<file path="src/verilog/scb_map.svh">
// Purpose: Register offsets, field positions, reset values and counts
// Assumes: APB byte addresses, one 32-bit word per register
// Notes: Definitions only
`ifndef SCB_MAP_SVH
`define SCB_MAP_SVH

// ----------------------------------------
// Register byte offsets
// ----------------------------------------
`define SCB_OFS_FLAGS 8'h00
`define SCB_OFS_DATA 8'h04
`define SCB_OFS_BAUD 8'h08
`define SCB_OFS_CTRL2 8'h10
`define SCB_OFS_RXEXT 8'h14
`define SCB_OFS_TXEXT 8'h18

// ----------------------------------------
// Control two bit positions
// ----------------------------------------
`define SCB_TIE_BIT 7
`define SCB_TX_DONE_IRQ_ENABLE_BIT 6
`define SCB_RIE_BIT 5
`define SCB_QUIET_LINE_IRQ_ENABLE_BIT 4
`define SCB_TE_BIT 3
`define SCB_RE_BIT 2
`define SCB_MUTE_BIT 1
`define SCB_BRK_BIT 0

// ----------------------------------------
// Flag register bit positions
// ----------------------------------------
`define SCB_TX_BUFFER_EMPTY_FLAG_BIT 7
`define SCB_TC_BIT 6
`define SCB_RX_FULL_FLAG_BIT 5
`define SCB_IDLE_BIT 4
`define SCB_OR_BIT 3

// ----------------------------------------
// Baud select fields
// ----------------------------------------
`define SCB_COARSE_HI 7
`define SCB_COARSE_LO 6
`define SCB_TXDIV_HI 5
`define SCB_TXDIV_LO 3
`define SCB_RXDIV_HI 2
`define SCB_RXDIV_LO 0

// ----------------------------------------
// Reset values and counts
// ----------------------------------------
`define SCB_CTRL2_RST 8'h00
`define SCB_BAUD_RST 8'h00
`define SCB_EXT_RST 8'h00
`define SCB_FRAME_BITS 4'ha
`define SCB_OS_MID 4'h7
`define SCB_OS_LAST 4'hf
`define SCB_IDLE_OS_TICKS 8'ha0

`endif

</file>
<file path="src/verilog/scb_pkg.sv">
// Purpose: Shared types of the serial control block
// Assumes: Nothing beyond SystemVerilog
// Notes: Constants live in scb_map.svh
package scb_pkg;

  // ----------------------------------------
  // Frame kinds and states
  // ----------------------------------------
  typedef enum logic [1:0] {SCB_K_DATA, SCB_K_PREAMBLE, SCB_K_BREAK} scb_kind_t;
  typedef enum logic [1:0] {SCB_T_IDLE, SCB_T_GAP, SCB_T_SHIFT} scb_tx_state_t;
  typedef enum logic [1:0] {SCB_R_HUNT, SCB_R_START, SCB_R_DATA, SCB_R_STOP} scb_rx_state_t;

endpackage

</file>
<file path="src/verilog/scb_rate_gen.sv">
// Purpose: Baud generator, 16x sample tick and bit tick
// Assumes: Divider settings may change at any time
// Notes: Extended divisor zero means conventional mode
`timescale 1ns/1ps
`include "scb_map.svh"
module scb_rate_gen
  import scb_pkg::*;
(
  input wire logic clk,
  input wire logic rst,
  input wire logic [1:0] coarse_div_select,
  input wire logic [2:0] div_select,
  input wire logic [7:0] ext_divisor,
  output logic os_tick,
  output logic bit_tick
);

  // ----------------------------------------
  // Total division ahead of the 16 stage
  // ----------------------------------------
  function automatic logic [18:0] total_div(input logic [1:0] cs, input logic [2:0] ds,
                                             input logic [7:0] ext);
    logic [18:0] pr;
    logic [18:0] v;
    pr = 19'd1;
    if (cs == 2'b01) pr = 19'd3;
    else if (cs == 2'b10) pr = 19'd4;
    else if (cs == 2'b11) pr = 19'd13;
    v = pr << ds;
    if (ext != 8'h00) v = 19'(v * 19'(ext));
    return v;
  endfunction

  logic [18:0] cnt_q;
  logic [3:0] phase_q;
  wire logic [18:0] div_w = total_div(coarse_div_select, div_select, ext_divisor);
  wire logic wrap_w = (cnt_q >= div_w - 19'd1);

  always_ff @(posedge clk or posedge rst)
  begin
    if (rst)
    begin
      cnt_q <= 19'h0;
      phase_q <= 4'h0;
      os_tick <= 1'b0;
      bit_tick <= 1'b0;
    end
    else
    begin
      cnt_q <= wrap_w ? 19'h0 : cnt_q + 19'd1;
      os_tick <= wrap_w;
      bit_tick <= wrap_w && (phase_q == `SCB_OS_LAST);
      if (wrap_w) phase_q <= phase_q + 4'h1;
    end
  end

endmodule

</file>
<file path="src/verilog/scb_tx_shifter.sv">
// Purpose: Output shifter for data, preamble and break frames
// Assumes: bit_tick pulses once per bit time
// Notes: Ten-bit frames, LSB first, line idles high
`timescale 1ns/1ps
`include "scb_map.svh"
module scb_tx_shifter
  import scb_pkg::*;
(
  input wire logic clk,
  input wire logic rst,
  input wire logic bit_tick,
  input wire logic gap_req,
  input wire logic go,
  input wire scb_kind_t kind,
  input wire logic [7:0] data,
  output logic ack,
  output logic done,
  output logic busy,
  output logic txd
);

  scb_tx_state_t st_q;
  logic [9:0] sh_q;
  logic [3:0] cnt_q;
  logic data_q;
  // Frames start on a bit tick so the start bit lasts a whole bit time
  wire logic start_w = (st_q == SCB_T_IDLE) && go && !gap_req && bit_tick;
  wire logic [9:0] frame_w = (kind == SCB_K_DATA) ? {1'b1, data, 1'b0} :
                             (kind == SCB_K_PREAMBLE) ? 10'h3ff : 10'h000;
  wire logic last_w = (st_q == SCB_T_SHIFT) && bit_tick && (cnt_q == 4'h1);

  assign ack = start_w;
  assign busy = (st_q != SCB_T_IDLE);

  always_ff @(posedge clk or posedge rst)
  begin
    if (rst)
    begin
      st_q <= SCB_T_IDLE;
      sh_q <= 10'h3ff;
      cnt_q <= 4'h0;
      data_q <= 1'b0;
      done <= 1'b0;
      txd <= 1'b1;
    end
    else
    begin
      done <= last_w && data_q;
      case (st_q)
        SCB_T_IDLE:
        begin
          txd <= 1'b1;
          if (gap_req)
          begin
            st_q <= SCB_T_GAP;
          end
          else if (go && bit_tick)
          begin
            sh_q <= frame_w;
            cnt_q <= `SCB_FRAME_BITS;
            data_q <= (kind == SCB_K_DATA);
            st_q <= SCB_T_SHIFT;
          end
        end
        SCB_T_GAP:
        begin
          if (bit_tick) st_q <= SCB_T_IDLE;
        end
        default:
        begin
          txd <= sh_q[0];
          if (bit_tick)
          begin
            sh_q <= {1'b1, sh_q[9:1]};
            cnt_q <= cnt_q - 4'h1;
            if (cnt_q == 4'h1) st_q <= SCB_T_IDLE;
          end
        end
      endcase
    end
  end

endmodule

</file>
<file path="src/verilog/scb_core.sv">
// Purpose: Serial control, data port and baud selection behind APB
// Assumes: rxd synchronous to clk; APB pready always high
// Notes: 8N1 frames; parity, noise and framing checks left out
//
// The APB register port and the address map were decided locally.
`timescale 1ns/1ps
`include "scb_map.svh"

// What this block does
// - Tx-empty enable gates buffer-empty onto interrupt
// - Done enable gates tx-complete onto interrupt
// - Rx enable gates overrun or full
// - Quiet enable gates idle-line flag
// - Transmitter starts frames only with tx_enable
// - Enable pulse mid-word queues idle preamble
// - One bit time wait after enabling
// - Pin released when both enables off
// - rx_enable starts start-bit hunting
// - Mute set by software, cleared on wake
// - Break sent while set; one after pulse
// - Data port splits tx and rx buffers
// - Coarse codes give 3, 4, 13
// - Tx divider is power of two
// - Rx divider is power of two
// - Nonzero rx extended divisor enables it
// - Nonzero tx extended divisor enables it
// - Buffer-empty cleared: flag access, data write
// - Rx-full cleared: flag access, data read
module scb_core
  import scb_pkg::*;
(
  input wire logic clk,
  input wire logic rst,
  input wire logic psel,
  input wire logic penable,
  input wire logic pwrite,
  input wire logic [7:0] paddr,
  input wire logic [31:0] pwdata,
  output logic [31:0] prdata,
  output logic pready,
  output logic pslverr,
  input wire logic rxd,
  output logic txd,
  output logic txd_oe,
  output logic irq
);

  // ----------------------------------------
  // APB decode
  // ----------------------------------------
  wire logic acc_w = psel && penable;
  wire logic wr_w = acc_w && pwrite;
  wire logic rd_w = acc_w && !pwrite;
  wire logic hit_flags_w = (paddr == `SCB_OFS_FLAGS);
  wire logic hit_data_w = (paddr == `SCB_OFS_DATA);
  wire logic hit_baud_w = (paddr == `SCB_OFS_BAUD);
  wire logic hit_ctrl_w = (paddr == `SCB_OFS_CTRL2);
  wire logic hit_rxext_w = (paddr == `SCB_OFS_RXEXT);
  wire logic hit_txext_w = (paddr == `SCB_OFS_TXEXT);
  wire logic mapped_w = hit_flags_w || hit_data_w || hit_baud_w || hit_ctrl_w ||
                        hit_rxext_w || hit_txext_w;

  assign pready = 1'b1;
  assign pslverr = acc_w && !mapped_w;

  // ----------------------------------------
  // Software registers
  // ----------------------------------------
  logic [7:0] ctrl_q;
  logic [7:0] baud_q;
  logic [7:0] rx_ext_q;
  logic [7:0] tx_ext_q;
  logic [7:0] tx_hold_q;
  logic [7:0] rx_hold_q;
  logic mute_q;
  logic flags_seen_q;
  logic tx_buffer_empty_flag_q;
  logic tc_q;
  logic rx_full_flag_q;
  logic idle_q;
  logic ovr_q;
  logic te_ever_q;
  logic te_prev_q;
  logic brk_prev_q;
  logic pre_pend_q;
  logic brk_pend_q;
  logic gap_pend_q;

  wire logic tie_w = ctrl_q[`SCB_TIE_BIT];
  wire logic tx_done_irq_enable_w = ctrl_q[`SCB_TX_DONE_IRQ_ENABLE_BIT];
  wire logic rie_w = ctrl_q[`SCB_RIE_BIT];
  wire logic quiet_line_irq_enable_w = ctrl_q[`SCB_QUIET_LINE_IRQ_ENABLE_BIT];
  wire logic te_w = ctrl_q[`SCB_TE_BIT];
  wire logic re_w = ctrl_q[`SCB_RE_BIT];
  wire logic brk_w = ctrl_q[`SCB_BRK_BIT];

  wire logic data_wr_w = wr_w && hit_data_w;
  wire logic data_rd_w = rd_w && hit_data_w;
  wire logic clr_tx_w = data_wr_w && flags_seen_q;
  wire logic clr_rx_w = data_rd_w && flags_seen_q;
  wire logic ctrl_wr_w = wr_w && hit_ctrl_w;

  // ----------------------------------------
  // Baud generators
  // ----------------------------------------
  logic tx_bit_tick;
  logic rx_os_tick;

  scb_rate_gen u_tx_rate (
    .clk(clk),
    .rst(rst),
    .coarse_div_select(baud_q[`SCB_COARSE_HI:`SCB_COARSE_LO]),
    .div_select(baud_q[`SCB_TXDIV_HI:`SCB_TXDIV_LO]),
    .ext_divisor(tx_ext_q),
    .os_tick(),
    .bit_tick(tx_bit_tick)
  );

  scb_rate_gen u_rx_rate (
    .clk(clk),
    .rst(rst),
    .coarse_div_select(baud_q[`SCB_COARSE_HI:`SCB_COARSE_LO]),
    .div_select(baud_q[`SCB_RXDIV_HI:`SCB_RXDIV_LO]),
    .ext_divisor(rx_ext_q),
    .os_tick(rx_os_tick),
    .bit_tick()
  );

  // ----------------------------------------
  // Transmit path
  // ----------------------------------------
  logic tx_ack;
  logic tx_done;
  logic tx_busy;
  logic tx_line;
  scb_kind_t kind_w;
  wire logic te_rise_w = te_w && !te_prev_q;
  wire logic te_fall_w = !te_w && te_prev_q;
  wire logic brk_fall_w = !brk_w && brk_prev_q;
  // Break outranks preamble, preamble outranks data
  assign kind_w = (brk_w || brk_pend_q) ? SCB_K_BREAK :
                  pre_pend_q ? SCB_K_PREAMBLE : SCB_K_DATA;
  wire logic tx_go_w = te_w && (brk_w || brk_pend_q || pre_pend_q || !tx_buffer_empty_flag_q);
  wire logic load_data_w = tx_ack && (kind_w == SCB_K_DATA);

  scb_tx_shifter u_tx (
    .clk(clk),
    .rst(rst),
    .bit_tick(tx_bit_tick),
    .gap_req(gap_pend_q),
    .go(tx_go_w),
    .kind(kind_w),
    .data(tx_hold_q),
    .ack(tx_ack),
    .done(tx_done),
    .busy(tx_busy),
    .txd(tx_line)
  );

  assign txd = tx_line;
  // Pin is taken as soon as the transmitter is enabled
  assign txd_oe = te_w || (te_ever_q && re_w);

  // ----------------------------------------
  // Receive path
  // ----------------------------------------
  scb_rx_state_t rx_st_q;
  logic [3:0] os_cnt_q;
  logic [2:0] bit_cnt_q;
  logic [7:0] rx_sh_q;
  logic [7:0] idle_cnt_q;
  logic idle_armed_q;
  logic idle_hit_q;
  logic rx_frame_q;

  wire logic idle_evt_w = re_w && rx_os_tick && (rx_st_q == SCB_R_HUNT) && rxd &&
                          !idle_hit_q && (idle_cnt_q == `SCB_IDLE_OS_TICKS - 8'h1);
  // Muted frames are dropped and never set flags
  wire logic rx_load_w = rx_frame_q && !mute_q && !rx_full_flag_q;
  wire logic rx_ovr_w = rx_frame_q && !mute_q && rx_full_flag_q;

  always_ff @(posedge clk or posedge rst)
  begin
    if (rst)
    begin
      rx_st_q <= SCB_R_HUNT;
      os_cnt_q <= 4'h0;
      bit_cnt_q <= 3'h0;
      rx_sh_q <= 8'h00;
      rx_frame_q <= 1'b0;
    end
    else
    begin
      rx_frame_q <= 1'b0;
      if (!re_w)
      begin
        rx_st_q <= SCB_R_HUNT;
      end
      else if (rx_os_tick)
      begin
        os_cnt_q <= os_cnt_q + 4'h1;
        case (rx_st_q)
          SCB_R_HUNT:
          begin
            os_cnt_q <= 4'h0;
            if (!rxd) rx_st_q <= SCB_R_START;
          end
          SCB_R_START:
          begin
            if (os_cnt_q == `SCB_OS_MID)
            begin
              os_cnt_q <= 4'h0;
              bit_cnt_q <= 3'h0;
              rx_st_q <= rxd ? SCB_R_HUNT : SCB_R_DATA;
            end
          end
          SCB_R_DATA:
          begin
            if (os_cnt_q == `SCB_OS_LAST)
            begin
              rx_sh_q <= {rxd, rx_sh_q[7:1]};
              bit_cnt_q <= bit_cnt_q + 3'h1;
              if (bit_cnt_q == 3'h7) rx_st_q <= SCB_R_STOP;
            end
          end
          default:
          begin
            if (os_cnt_q == `SCB_OS_LAST)
            begin
              rx_frame_q <= 1'b1;
              rx_st_q <= SCB_R_HUNT;
            end
          end
        endcase
      end
    end
  end

  // Idle line: ten bit times high, reported once per quiet spell
  always_ff @(posedge clk or posedge rst)
  begin
    if (rst)
    begin
      idle_cnt_q <= 8'h00;
      idle_hit_q <= 1'b0;
    end
    else if (!re_w || (rx_st_q != SCB_R_HUNT) || (rx_os_tick && !rxd))
    begin
      idle_cnt_q <= 8'h00;
      idle_hit_q <= 1'b0;
    end
    else if (rx_os_tick && !idle_hit_q)
    begin
      idle_cnt_q <= idle_cnt_q + 8'h1;
      if (idle_evt_w) idle_hit_q <= 1'b1;
    end
  end

  // ----------------------------------------
  // Registers and flags
  // ----------------------------------------
  always_ff @(posedge clk or posedge rst)
  begin
    if (rst)
    begin
      ctrl_q <= `SCB_CTRL2_RST;
      baud_q <= `SCB_BAUD_RST;
      rx_ext_q <= `SCB_EXT_RST;
      tx_ext_q <= `SCB_EXT_RST;
      tx_hold_q <= 8'h00;
      rx_hold_q <= 8'h00;
    end
    else
    begin
      if (ctrl_wr_w) ctrl_q <= pwdata[7:0];
      if (wr_w && hit_baud_w) baud_q <= pwdata[7:0];
      if (wr_w && hit_rxext_w) rx_ext_q <= pwdata[7:0];
      if (wr_w && hit_txext_w) tx_ext_q <= pwdata[7:0];
      if (data_wr_w) tx_hold_q <= pwdata[7:0];
      if (rx_load_w) rx_hold_q <= rx_sh_q;
    end
  end

  always_ff @(posedge clk or posedge rst)
  begin
    if (rst)
    begin
      mute_q <= 1'b0;
      idle_armed_q <= 1'b0;
      flags_seen_q <= 1'b0;
      tx_buffer_empty_flag_q <= 1'b1;
      tc_q <= 1'b1;
      rx_full_flag_q <= 1'b0;
      idle_q <= 1'b0;
      ovr_q <= 1'b0;
    end
    else
    begin
      // Hardware wake wins over a software write in the same cycle
      if (idle_evt_w && mute_q) mute_q <= 1'b0;
      else if (ctrl_wr_w) mute_q <= pwdata[`SCB_MUTE_BIT];
      if (acc_w && hit_flags_w) flags_seen_q <= 1'b1;
      else if (data_wr_w || data_rd_w) flags_seen_q <= 1'b0;
      tx_buffer_empty_flag_q <= load_data_w || (tx_buffer_empty_flag_q && !clr_tx_w);
      tc_q <= tx_done || (tc_q && !clr_tx_w);
      rx_full_flag_q <= rx_load_w || (rx_full_flag_q && !clr_rx_w);
      ovr_q <= rx_ovr_w || (ovr_q && !clr_rx_w);
      idle_q <= (idle_evt_w && idle_armed_q && !mute_q) || (idle_q && !clr_rx_w);
      if (rx_load_w) idle_armed_q <= 1'b1;
      else if (idle_evt_w) idle_armed_q <= 1'b0;
    end
  end

  // ----------------------------------------
  // Transmit sequencing
  // ----------------------------------------
  always_ff @(posedge clk or posedge rst)
  begin
    if (rst)
    begin
      te_ever_q <= 1'b0;
      te_prev_q <= 1'b0;
      brk_prev_q <= 1'b0;
      pre_pend_q <= 1'b0;
      brk_pend_q <= 1'b0;
      gap_pend_q <= 1'b0;
    end
    else
    begin
      te_prev_q <= te_w;
      brk_prev_q <= brk_w;
      if (te_w) te_ever_q <= 1'b1;
      // Gap after enabling; a re-enable mid-word asks for a preamble instead
      if (te_rise_w && !tx_busy) gap_pend_q <= 1'b1;
      else if (gap_pend_q && !tx_busy) gap_pend_q <= 1'b0;
      if (te_fall_w && tx_busy) pre_pend_q <= 1'b1;
      else if (tx_ack && kind_w == SCB_K_PREAMBLE) pre_pend_q <= 1'b0;
      if (brk_fall_w) brk_pend_q <= 1'b1;
      else if (tx_ack && kind_w == SCB_K_BREAK) brk_pend_q <= 1'b0;
    end
  end

  // ----------------------------------------
  // Read data and interrupt
  // ----------------------------------------
  wire logic [7:0] flags_w = {tx_buffer_empty_flag_q, tc_q, rx_full_flag_q, idle_q, ovr_q, 3'b000};
  wire logic [7:0] rsel_w = hit_flags_w ? flags_w :
                            hit_data_w ? rx_hold_q :
                            hit_baud_w ? baud_q :
                            hit_ctrl_w ? {ctrl_q[7:2], mute_q, ctrl_q[0]} :
                            hit_rxext_w ? rx_ext_q :
                            hit_txext_w ? tx_ext_q : 8'h00;
  wire logic irq_w = (tie_w && tx_buffer_empty_flag_q) ||
                     (tx_done_irq_enable_w && tc_q) ||
                     (rie_w && (ovr_q || rx_full_flag_q)) ||
                     (quiet_line_irq_enable_w && idle_q);

  always_ff @(posedge clk or posedge rst)
  begin
    if (rst)
    begin
      prdata <= 32'h0;
      irq <= 1'b0;
    end
    else
    begin
      prdata <= (psel && !penable && !pwrite) ? {24'h0, rsel_w} : prdata;
      irq <= irq_w;
    end
  end

endmodule

</file>
<file path="config.mk">
export PLATFORM = sky130hd
export DESIGN_NAME = scb_core
export DESIGN_NICKNAME = d
export VERILOG_FILES = /design/src/verilog/scb_pkg.sv /design/src/verilog/scb_rate_gen.sv /design/src/verilog/scb_tx_shifter.sv /design/src/verilog/scb_core.sv
export VERILOG_INCLUDE_DIRS = /design/src /design/src/verilog
export SDC_FILE = /design/constraint.sdc
export NUM_CORES = 1
export LEC_CHECK = 0
export ABC_AREA = 1
export ABC_CLOCK_PERIOD_IN_PS = 8600
export BUFFER_PORTS_ARGS = -buffer_cell sky130_fd_sc_hd__buf_2
export CELL_PAD_IN_SITES_DETAIL_PLACEMENT = 0
export CELL_PAD_IN_SITES_GLOBAL_PLACEMENT = 1
export CORE_MARGIN = 2
export CORE_UTILIZATION = 47
export CTS_CLUSTER_DIAMETER = 80
export DETAILED_ROUTE_END_ITERATION = 7
export PLACE_DENSITY_LB_ADDON = 0.1
export SYNTH_ARGS = -nofsm -noshare
export SYNTH_HDL_FRONTEND = slang
export SYNTH_SLANG_ARGS = --single-unit
</file>
<file path="constraint.sdc">
create_clock -name clk -period 8.6 [get_ports clk]
set_input_delay 1.72 -clock clk [delete_from_list [all_inputs] [get_ports clk]]
set_output_delay 1.72 -clock clk [all_outputs]
set_load 0.02 [all_outputs]
</file>
==> impl_results.md, run 1 <==
- Post-synthesis register bit count: 160
- Count leader, synth: nand2_1
- Placed Cells: 2588
- Slew headroom: 0.391
- Layout Cells excl Fill: 2620
- Net Sw Frac: 0.350
- Syn. warnings: 0
- Overflow left after global routing: 0
- Maximum clock rate: 0.139 GHz
- Clk_lat worst skew: 0.45 ns
- Syn Inst Count: 2145
- Setup crit start kind: flip-flop
- Vias: 13100
- Reg-to-reg setup timing slack: 1.38 ns
- Starting density of the core: 0.474
- Maximum VDD drop: 0.149 mV
- TritonCTS buffer count: 17
- CTS tree: built
- Clk pwr share: 0.344
- Die width: 187 µm
- Worst hold-check path type: reg -> reg
- Routed length per instance: 14.6 µm
- Postcts setup bufs: 0
- DP Area: 16200 µm²
- Core area: 33300 µm²
- Hold_sp: te_ever_q$_DFFE_PP0P_
- Initial antenna violation count: 0
- Critical Path Max Stage Delay: 0.72 ns
- Largest cells by area after synthesis: dfrtp_1 23%, fa_1 14%, nand2_1 11%, ha_1 10%, inv_1 8.4%
- Die Ht: 187 µm
- CP Class: reg -> reg
- Pin count of the biggest net entering global routing: 98
- Residual DRC: 0
- Clock root cell: clkbuf_16
- Dominant synthesized flop cell: dfrtp_1
- Maximum fanout along the worst path: 20
- Antenna viol nets, final: 0
- Lkg Pwr: 8.89 nW
- H-tree Lvls: 4
- Yosys cell types: 55
- Max Slew Vio Count: 0
- Final Cell Area: 16800 µm²
- Worst-path clk slew: 0.08 ns
- Sw power: 0.809 mW
- Buffers on Ports: 33
- RSZ-0062 raised after global routing: no
- Post-synth ARST share: 1.00
- Clock tree buffer depth: 2
- Fillers: 3458
- Internal: 1.50 mW
- Combinational share of power: 0.264
- Number of global-route vias before repair: 13500
- Layout area overhead: 6.74%
- Setup TNS: 0 ns
- Worst Tran Pin Value: 0.913 ns
- Sequential power share: 0.392
- Worst Hold End: te_ever_q$_DFFE_PP0P_
- Arr. time, crit path: 7.23 ns
- Clk sinks: 160
- Site Rows: 67
- Endpoints failing hold: 0
- Synth cell count leaders: 477 x nand2_1, 355 x inv_1, 313 x nor2_1
- Critical Path Most Common Cell: nand2_1
- Gr usage total: 0.233
- Total wire length: 38200 µm
- Number of diodes: 0
- DRC violation total after the first TritonRoute iteration: 820
- CTS resizes: 0
- Post-DP HPWL: 30300 µm
- Period utilization: 0.839
- Post-synth EDFFs: 0
- Seq/Total Area, Yosys: 0.255
- # IOs: 83
- Hold slack: 0.446 ns
- Vias per cell: 5.00
- Tot Pwr: 2.31 mW
- Worst r2r src: baud_q[7]$_DFFE_PP0P_
- PD cells: 137 nW/µm²
- Final setup vio count: 0
- Reg2Reg Depth: 35
- Layout cells sized above 1: 0.0714
- Worst EP required: 8.61 ns
- Top-area cell type share of the netlist area: 0.233
- Final Skew: 0.0202 ns
- # hold bufs at CTS: 0
- DR pass1 iterations: 5
- Mapped cell area: 15800 µm²
- Worst Hold Path Cells: 2
- R2r endpoint: u_rx_rate.os_tick$_DFF_PP0_
- Max cap viols: 0
- Final min period: 7.22 ns
- Post-synth top area cell: dfrtp_1
- Die ar.: 35100 µm²
- Worst setup EP type: flip-flop
- Gpl congestion: 0.837
- Syn Area/Cell: 7.36 µm²
- Critical path's slowest cell: nand4_1
- Global-route wire length before repair: 66100 µm
- Run status: completed
- Nets: 2440
## sequential cells by signal, summed over array words and instances (netlist names), 2 cells and up
register,cells
u_tx_rate.phase_q,4
bit_cnt_q,3
rx_st_q,2
prdata,8
rx_hold_q,8
u_tx.sh_q,10
u_tx.st_q,2
tx_ext_q,8
u_tx_rate.cnt_q,19
idle_cnt_q,8
u_tx.cnt_q,4
rx_sh_q,8
tx_hold_q,8
rx_ext_q,8
ctrl_q,7
baud_q,8
os_cnt_q,4
u_rx_rate.cnt_q,19
## per-layer routing
metal / vias to the layer above / wire length [µm] / global-route usage / part of all wire
met5: - / 0 / 0 / 0
met4: 0 / 531 / 0.0522 / 0.014
met3: 32 / 1330 / 0.0306 / 0.035
met2: 208 / 18300 / 0.402 / 0.48
met1: 6144 / 18100 / 0.313 / 0.47
li1: 6719 / - / - / -
## worst max-delay path by stage
stage / depth (start not counted) / startpoint / slack [ns] / endpoint
after floorplan: 39 / baud_q[7]$_DFFE_PP0P_ / 2.49 / u_tx_rate.phase_q[1]$_DFFE_PP0P_
after global placement: 35 / baud_q[7]$_DFFE_PP0P_ / 1.48 / u_rx_rate.os_tick$_DFF_PP0_
after detailed placement: 35 / baud_q[7]$_DFFE_PP0P_ / 1.36 / u_rx_rate.os_tick$_DFF_PP0_
after CTS: 35 / baud_q[7]$_DFFE_PP0P_ / 1.34 / u_rx_rate.os_tick$_DFF_PP0_
after global routing: 36 / baud_q[7]$_DFFE_PP0P_ / 0.65 / u_rx_rate.cnt_q[2]$_DFF_PP0_
final: 35 / baud_q[7]$_DFFE_PP0P_ / 1.38 / u_rx_rate.os_tick$_DFF_PP0_
## worst max-delay path, delay by kind of cell, from the launching register on
family          cells  cell delay (ns)
buf+inv             6             0.46
fa+ha+maj           6             2.58
compound gates      2             0.24
flops               1             0.50
simple gates       20             2.80
xor+xnor            1             0.19
## power groups by stage
stage / Clock, mW / Sequential, mW / Combinational, mW
2_1_floorplan: 0 / 0.907 / 0.492
3_3_place_gp: 0 / 0.920 / 0.601
3_5_place_dp: 0 / 0.921 / 0.615
4_1_cts: 0.822 / 0.908 / 0.620
5_1_grt: 0.850 / 0.918 / 0.710
6_report: 0.796 / 0.908 / 0.610
## layout make-up
class                           instances  area [µm²]  share of cell area
Timing Repair Buffer                   35         180              0.0107
Sequential cell                       160        4020               0.239
Tap cell                              448         561              0.0333
Inverter                              375        1420              0.0842
Clock inverter                         14         170              0.0101
Multi-Input combinational cell       1570       10100               0.597
Clock buffer                           18         439              0.0261
## placed cells by master (no fill, tap or decap), types with 5 or more instances in the layout
master	n
o221ai_1	5
nor2_4	5
a21oi_1	50
nand3_1	118
nand2_2	17
dfrtp_1	147
nor2_2	10
o21a_1	5
inv_2	17
nand3_2	7
xor2_1	39
clkbuf_16	17
o21ai_0	93
nand4_1	38
dfstp_2	13
ha_1	127
fa_1	108
nor2_1	313
xnor2_1	26
conb_1	25
nor4_1	6
and2_1	5
buf_2	33
nor3_1	28
a31oi_1	11
inv_1	354
o22ai_1	10
nand2_1	477
## cells by family (layout without fill, tap and decap cells)
group / after synthesis / after routing / synth area share
mux: 1 / 1 / 0.000713
other cells: 2 / 25 / 0.000476
simple gates: 1042 / 1042 / 0.284
flops: 160 / 160 / 0.255
buf+inv: 438 / 442 / 0.113
compound gates: 202 / 202 / 0.0733
xor+xnor: 65 / 65 / 0.0361
fa+ha+maj: 235 / 235 / 0.238
## per-stage QoR
step,worst slack (ns),utilization
after floorplan,2.49,-
after global placement,1.48,0.488
after detailed placement,1.36,0.488
after CTS,1.34,0.506
after global routing,0.650,0.506
final,1.38,0.506
Note: power is estimated with default switching activity, not from simulation.
==> run 2, diff against run 1 <==
--- a/config.mk
+++ b/config.mk
@@ -7,12 +7,12 @@
 export NUM_CORES = 1
 export LEC_CHECK = 0
 export ABC_AREA = 1
-export ABC_CLOCK_PERIOD_IN_PS = 8600
+export ABC_CLOCK_PERIOD_IN_PS = 6350
 export BUFFER_PORTS_ARGS = -buffer_cell sky130_fd_sc_hd__buf_2
 export CELL_PAD_IN_SITES_DETAIL_PLACEMENT = 0
 export CELL_PAD_IN_SITES_GLOBAL_PLACEMENT = 1
 export CORE_MARGIN = 2
-export CORE_UTILIZATION = 47
+export CORE_UTILIZATION = 42
 export CTS_CLUSTER_DIAMETER = 80
 export DETAILED_ROUTE_END_ITERATION = 7
 export PLACE_DENSITY_LB_ADDON = 0.1
==> constraint.sdc (replaced) <==
create_clock -name clk -period 6.35 [get_ports clk]
set_input_delay 1.27 -clock clk [delete_from_list [all_inputs] [get_ports clk]]
set_output_delay 1.27 -clock clk [all_outputs]
set_load 0.02 [all_outputs]
==> impl_results.md, run 2 (synthesis results as in run 1) <==
- Run status: finished with violations
- Failing checks: setup timing
- Fillers: 3647 (+5.5%)
- Starting density of the core: 0.423 (-0.0512)
- TritonCTS buffer count: 17 (unchanged)
- Clk sinks: 160 (unchanged)
- Worst setup EP type: flip-flop
- Number of global-route vias before repair: 14200 (+5.7%)
- Site Rows: 71 (+6.0%)
- Pre-CTS setup slack: -0.443 ns (-1.80 ns)
- Global-route wire length before repair: 70400 µm (+6.6%)
- DR pass1 iterations: 5 (unchanged)
- Die Ht: 198 µm (+5.7%)
- Die width: 198 µm (+5.7%)
- Gr usage total: 0.226 (-0.00667)
- Tot Pwr: 3.64 mW (+57%)
- Residual DRC: 0 (unchanged)
- Core area: 37300 µm² (+12%)
- Largest delay share family, worst path: adder cells
- Worst path bufs/invs: 7 (+1)
- # IOs: 83 (unchanged)
- Vias per cell: 4.91 (-1.7%)
- Number of diodes: 0 (unchanged)
- Final min period: 6.48 ns (-0.737 ns)
- Maximum fanout along the worst path: 8 (-60%)
- Endpoints failing hold: 0 (unchanged)
- Pin count of the biggest net entering global routing: 61 (-38%)
- H-tree Lvls: 4 (unchanged)
- Clock root cell: clkbuf_16
- Layout cells sized above 1: 0.302 (+0.231)
- Worst-path clk slew: 0.08 ns (about the same)
- Max Slew Vio Count: 0 (unchanged)
- Routed length per instance: 14.6 µm (+0.43%)
- CTS tree: built
- RSZ-0062 raised after global routing: yes
- Fin util: 0.548 (+0.0417)
- Critical path's slowest cell: fa_2
- Worst Tran Pin Value: 0.750 ns (-0.164 ns)
- Arr. time, crit path: 6.87 ns (-0.36 ns)
- Final worst slack: -0.128 ns (-1.51 ns)
- Top Registers: u_rx_rate.cnt_q x19, u_tx_rate.cnt_q x19, u_tx.sh_q x10
- Critical Path Most Common Cell: nand3_4
- Vias: 14200 (+8.7%)
- PD cells: 178 nW/µm² (+30%)
- Lkg Pwr: 10.4 nW (+17%)
- Setup crit start kind: flip-flop
- Max cap viols: 0 (unchanged)
- Layout area overhead: 29.5%
- Clock tree buffer depth: 2 (unchanged)
- Period utilization: 1.02 (+0.181)
- Critical Path Max Stage Delay: 0.54 ns (-0.18 ns)
- Placed Cells: 2813 (+8.7%)
- Layout Cells excl Fill: 2897 (+11%)
- Maximum VDD drop: 0.191 mV (+28%)
- Maximum clock rate: 0.154 GHz (+11%)
- Commonest non-fill, non-tap cell in the layout: nand2_1
- CP Class: reg -> reg
- Antenna viol nets, final: 0 (unchanged)
- Final setup vio count: 44 (+44)
- Die ar.: 39100 µm² (+12%)
- Worst EP required: 6.75 ns (-1.86 ns)
- Total wire length: 42400 µm (+11%)
- Clk_lat worst skew: 0.47 ns (+0.02 ns)
- Initial antenna violation count: 0 (unchanged)
- Commonest non-fill, non-tap cells in the layout: 379 x nand2_1, 328 x inv_1, 223 x buf_4, 220 x nor2_1, 143 x dfrtp_1
- Buffers on Ports: 33 (unchanged)
- Overflow left after global routing: 0 (unchanged)
- Hold slack: 0.442 ns (-0.00457 ns)
- Nets: 2691 (+10%)
- Post-DP HPWL: 32700 µm (+8.0%)
- Reg-to-reg setup timing slack: -0.13 ns (-1.51 ns)
- Worst hold-check path type: reg -> reg
- Gpl congestion: 0.852 (+1.8%)
- Slew headroom: 0.500 (+0.109)
- DRC violation total after the first TritonRoute iteration: 688 (-16%)
- Final Skew: 0.0150 ns (-0.00528 ns)
-- run 2: changes by cell type in the layout (fill, tap and decap cells not counted), sizes merged --
cell      change
buf         +249
clkinv        +1
clkinvlp      +1
clkbuf        +2
inv           -2
-- run 2: tightest hold or removal path, delay by kind of cell (launching register included) --
kind	cells	cell delay [ns]
DFF	1	0.32
buffers and inverters	1	0.04
and+or+nand+nor	1	0.05
-- run 2: final cells by class --
class / count / area [µm²] / share of cell area
Clock buffer: 18 / 429 / 0.0210
Sequential cell: 160 / 4030 / 0.197
Inverter: 375 / 1430 / 0.0701
Tap cell: 474 / 593 / 0.0290
Clock inverter: 14 / 171 / 0.00839
Timing Repair Buffer: 286 / 2230 / 0.109
Multi-Input combinational cell: 1570 / 11600 / 0.565
-- run 2: final timing paths --
path,to,startpoint,cells after the start
setup / recovery,u_tx_rate.cnt_q[17]$_DFF_PP0_,baud_q[7]$_DFFE_PP0P_,36
hold / removal,te_ever_q$_DFFE_PP0P_,te_ever_q$_DFFE_PP0P_,2
setup reg to reg,u_tx_rate.cnt_q[17]$_DFF_PP0_,baud_q[7]$_DFFE_PP0P_,36
hold reg to reg,te_ever_q$_DFFE_PP0P_,te_ever_q$_DFFE_PP0P_,2
max in group asynchronous,baud_q[1]$_DFFE_PP0P_,rst,3
min in group asynchronous,bit_cnt_q[2]$_DFFE_PP0P_,rst,2
-- run 2: where the power goes --
group	switching (mW)	leakage [nW]	internal, mW
logic	0.718	7.98	0.609
registers	0.0792	2.12	1.15
clock network	0.492	0.288	0.592
-- run 2: timing repair --
action,4_1_cts,5_1_grt
cloned,2,2
pin swaps,52,168
setup endpoints to repair,44,44
buffers inserted,16,32
hold buffers,0,0
resized for setup,140,292
-- run 2: per-layer routing --
metal	wire, µm	GRT usage	up-vias
met5	0	0	-
met4	761	0.0585	0
met2	19800	0.372	162
met1	20800	0.316	6834
li1	-	-	7203
met3	1070	0.0286	38
-- run 2: metrics by stage --
step	area, µm²	TNS, ns
3_3_place_gp	17800	-12.40
6_report	20400	-4.25
2_1_floorplan	15900	0
5_1_grt	20400	-17.74
4_1_cts	19100	-0.102
3_5_place_dp	17800	-14.54
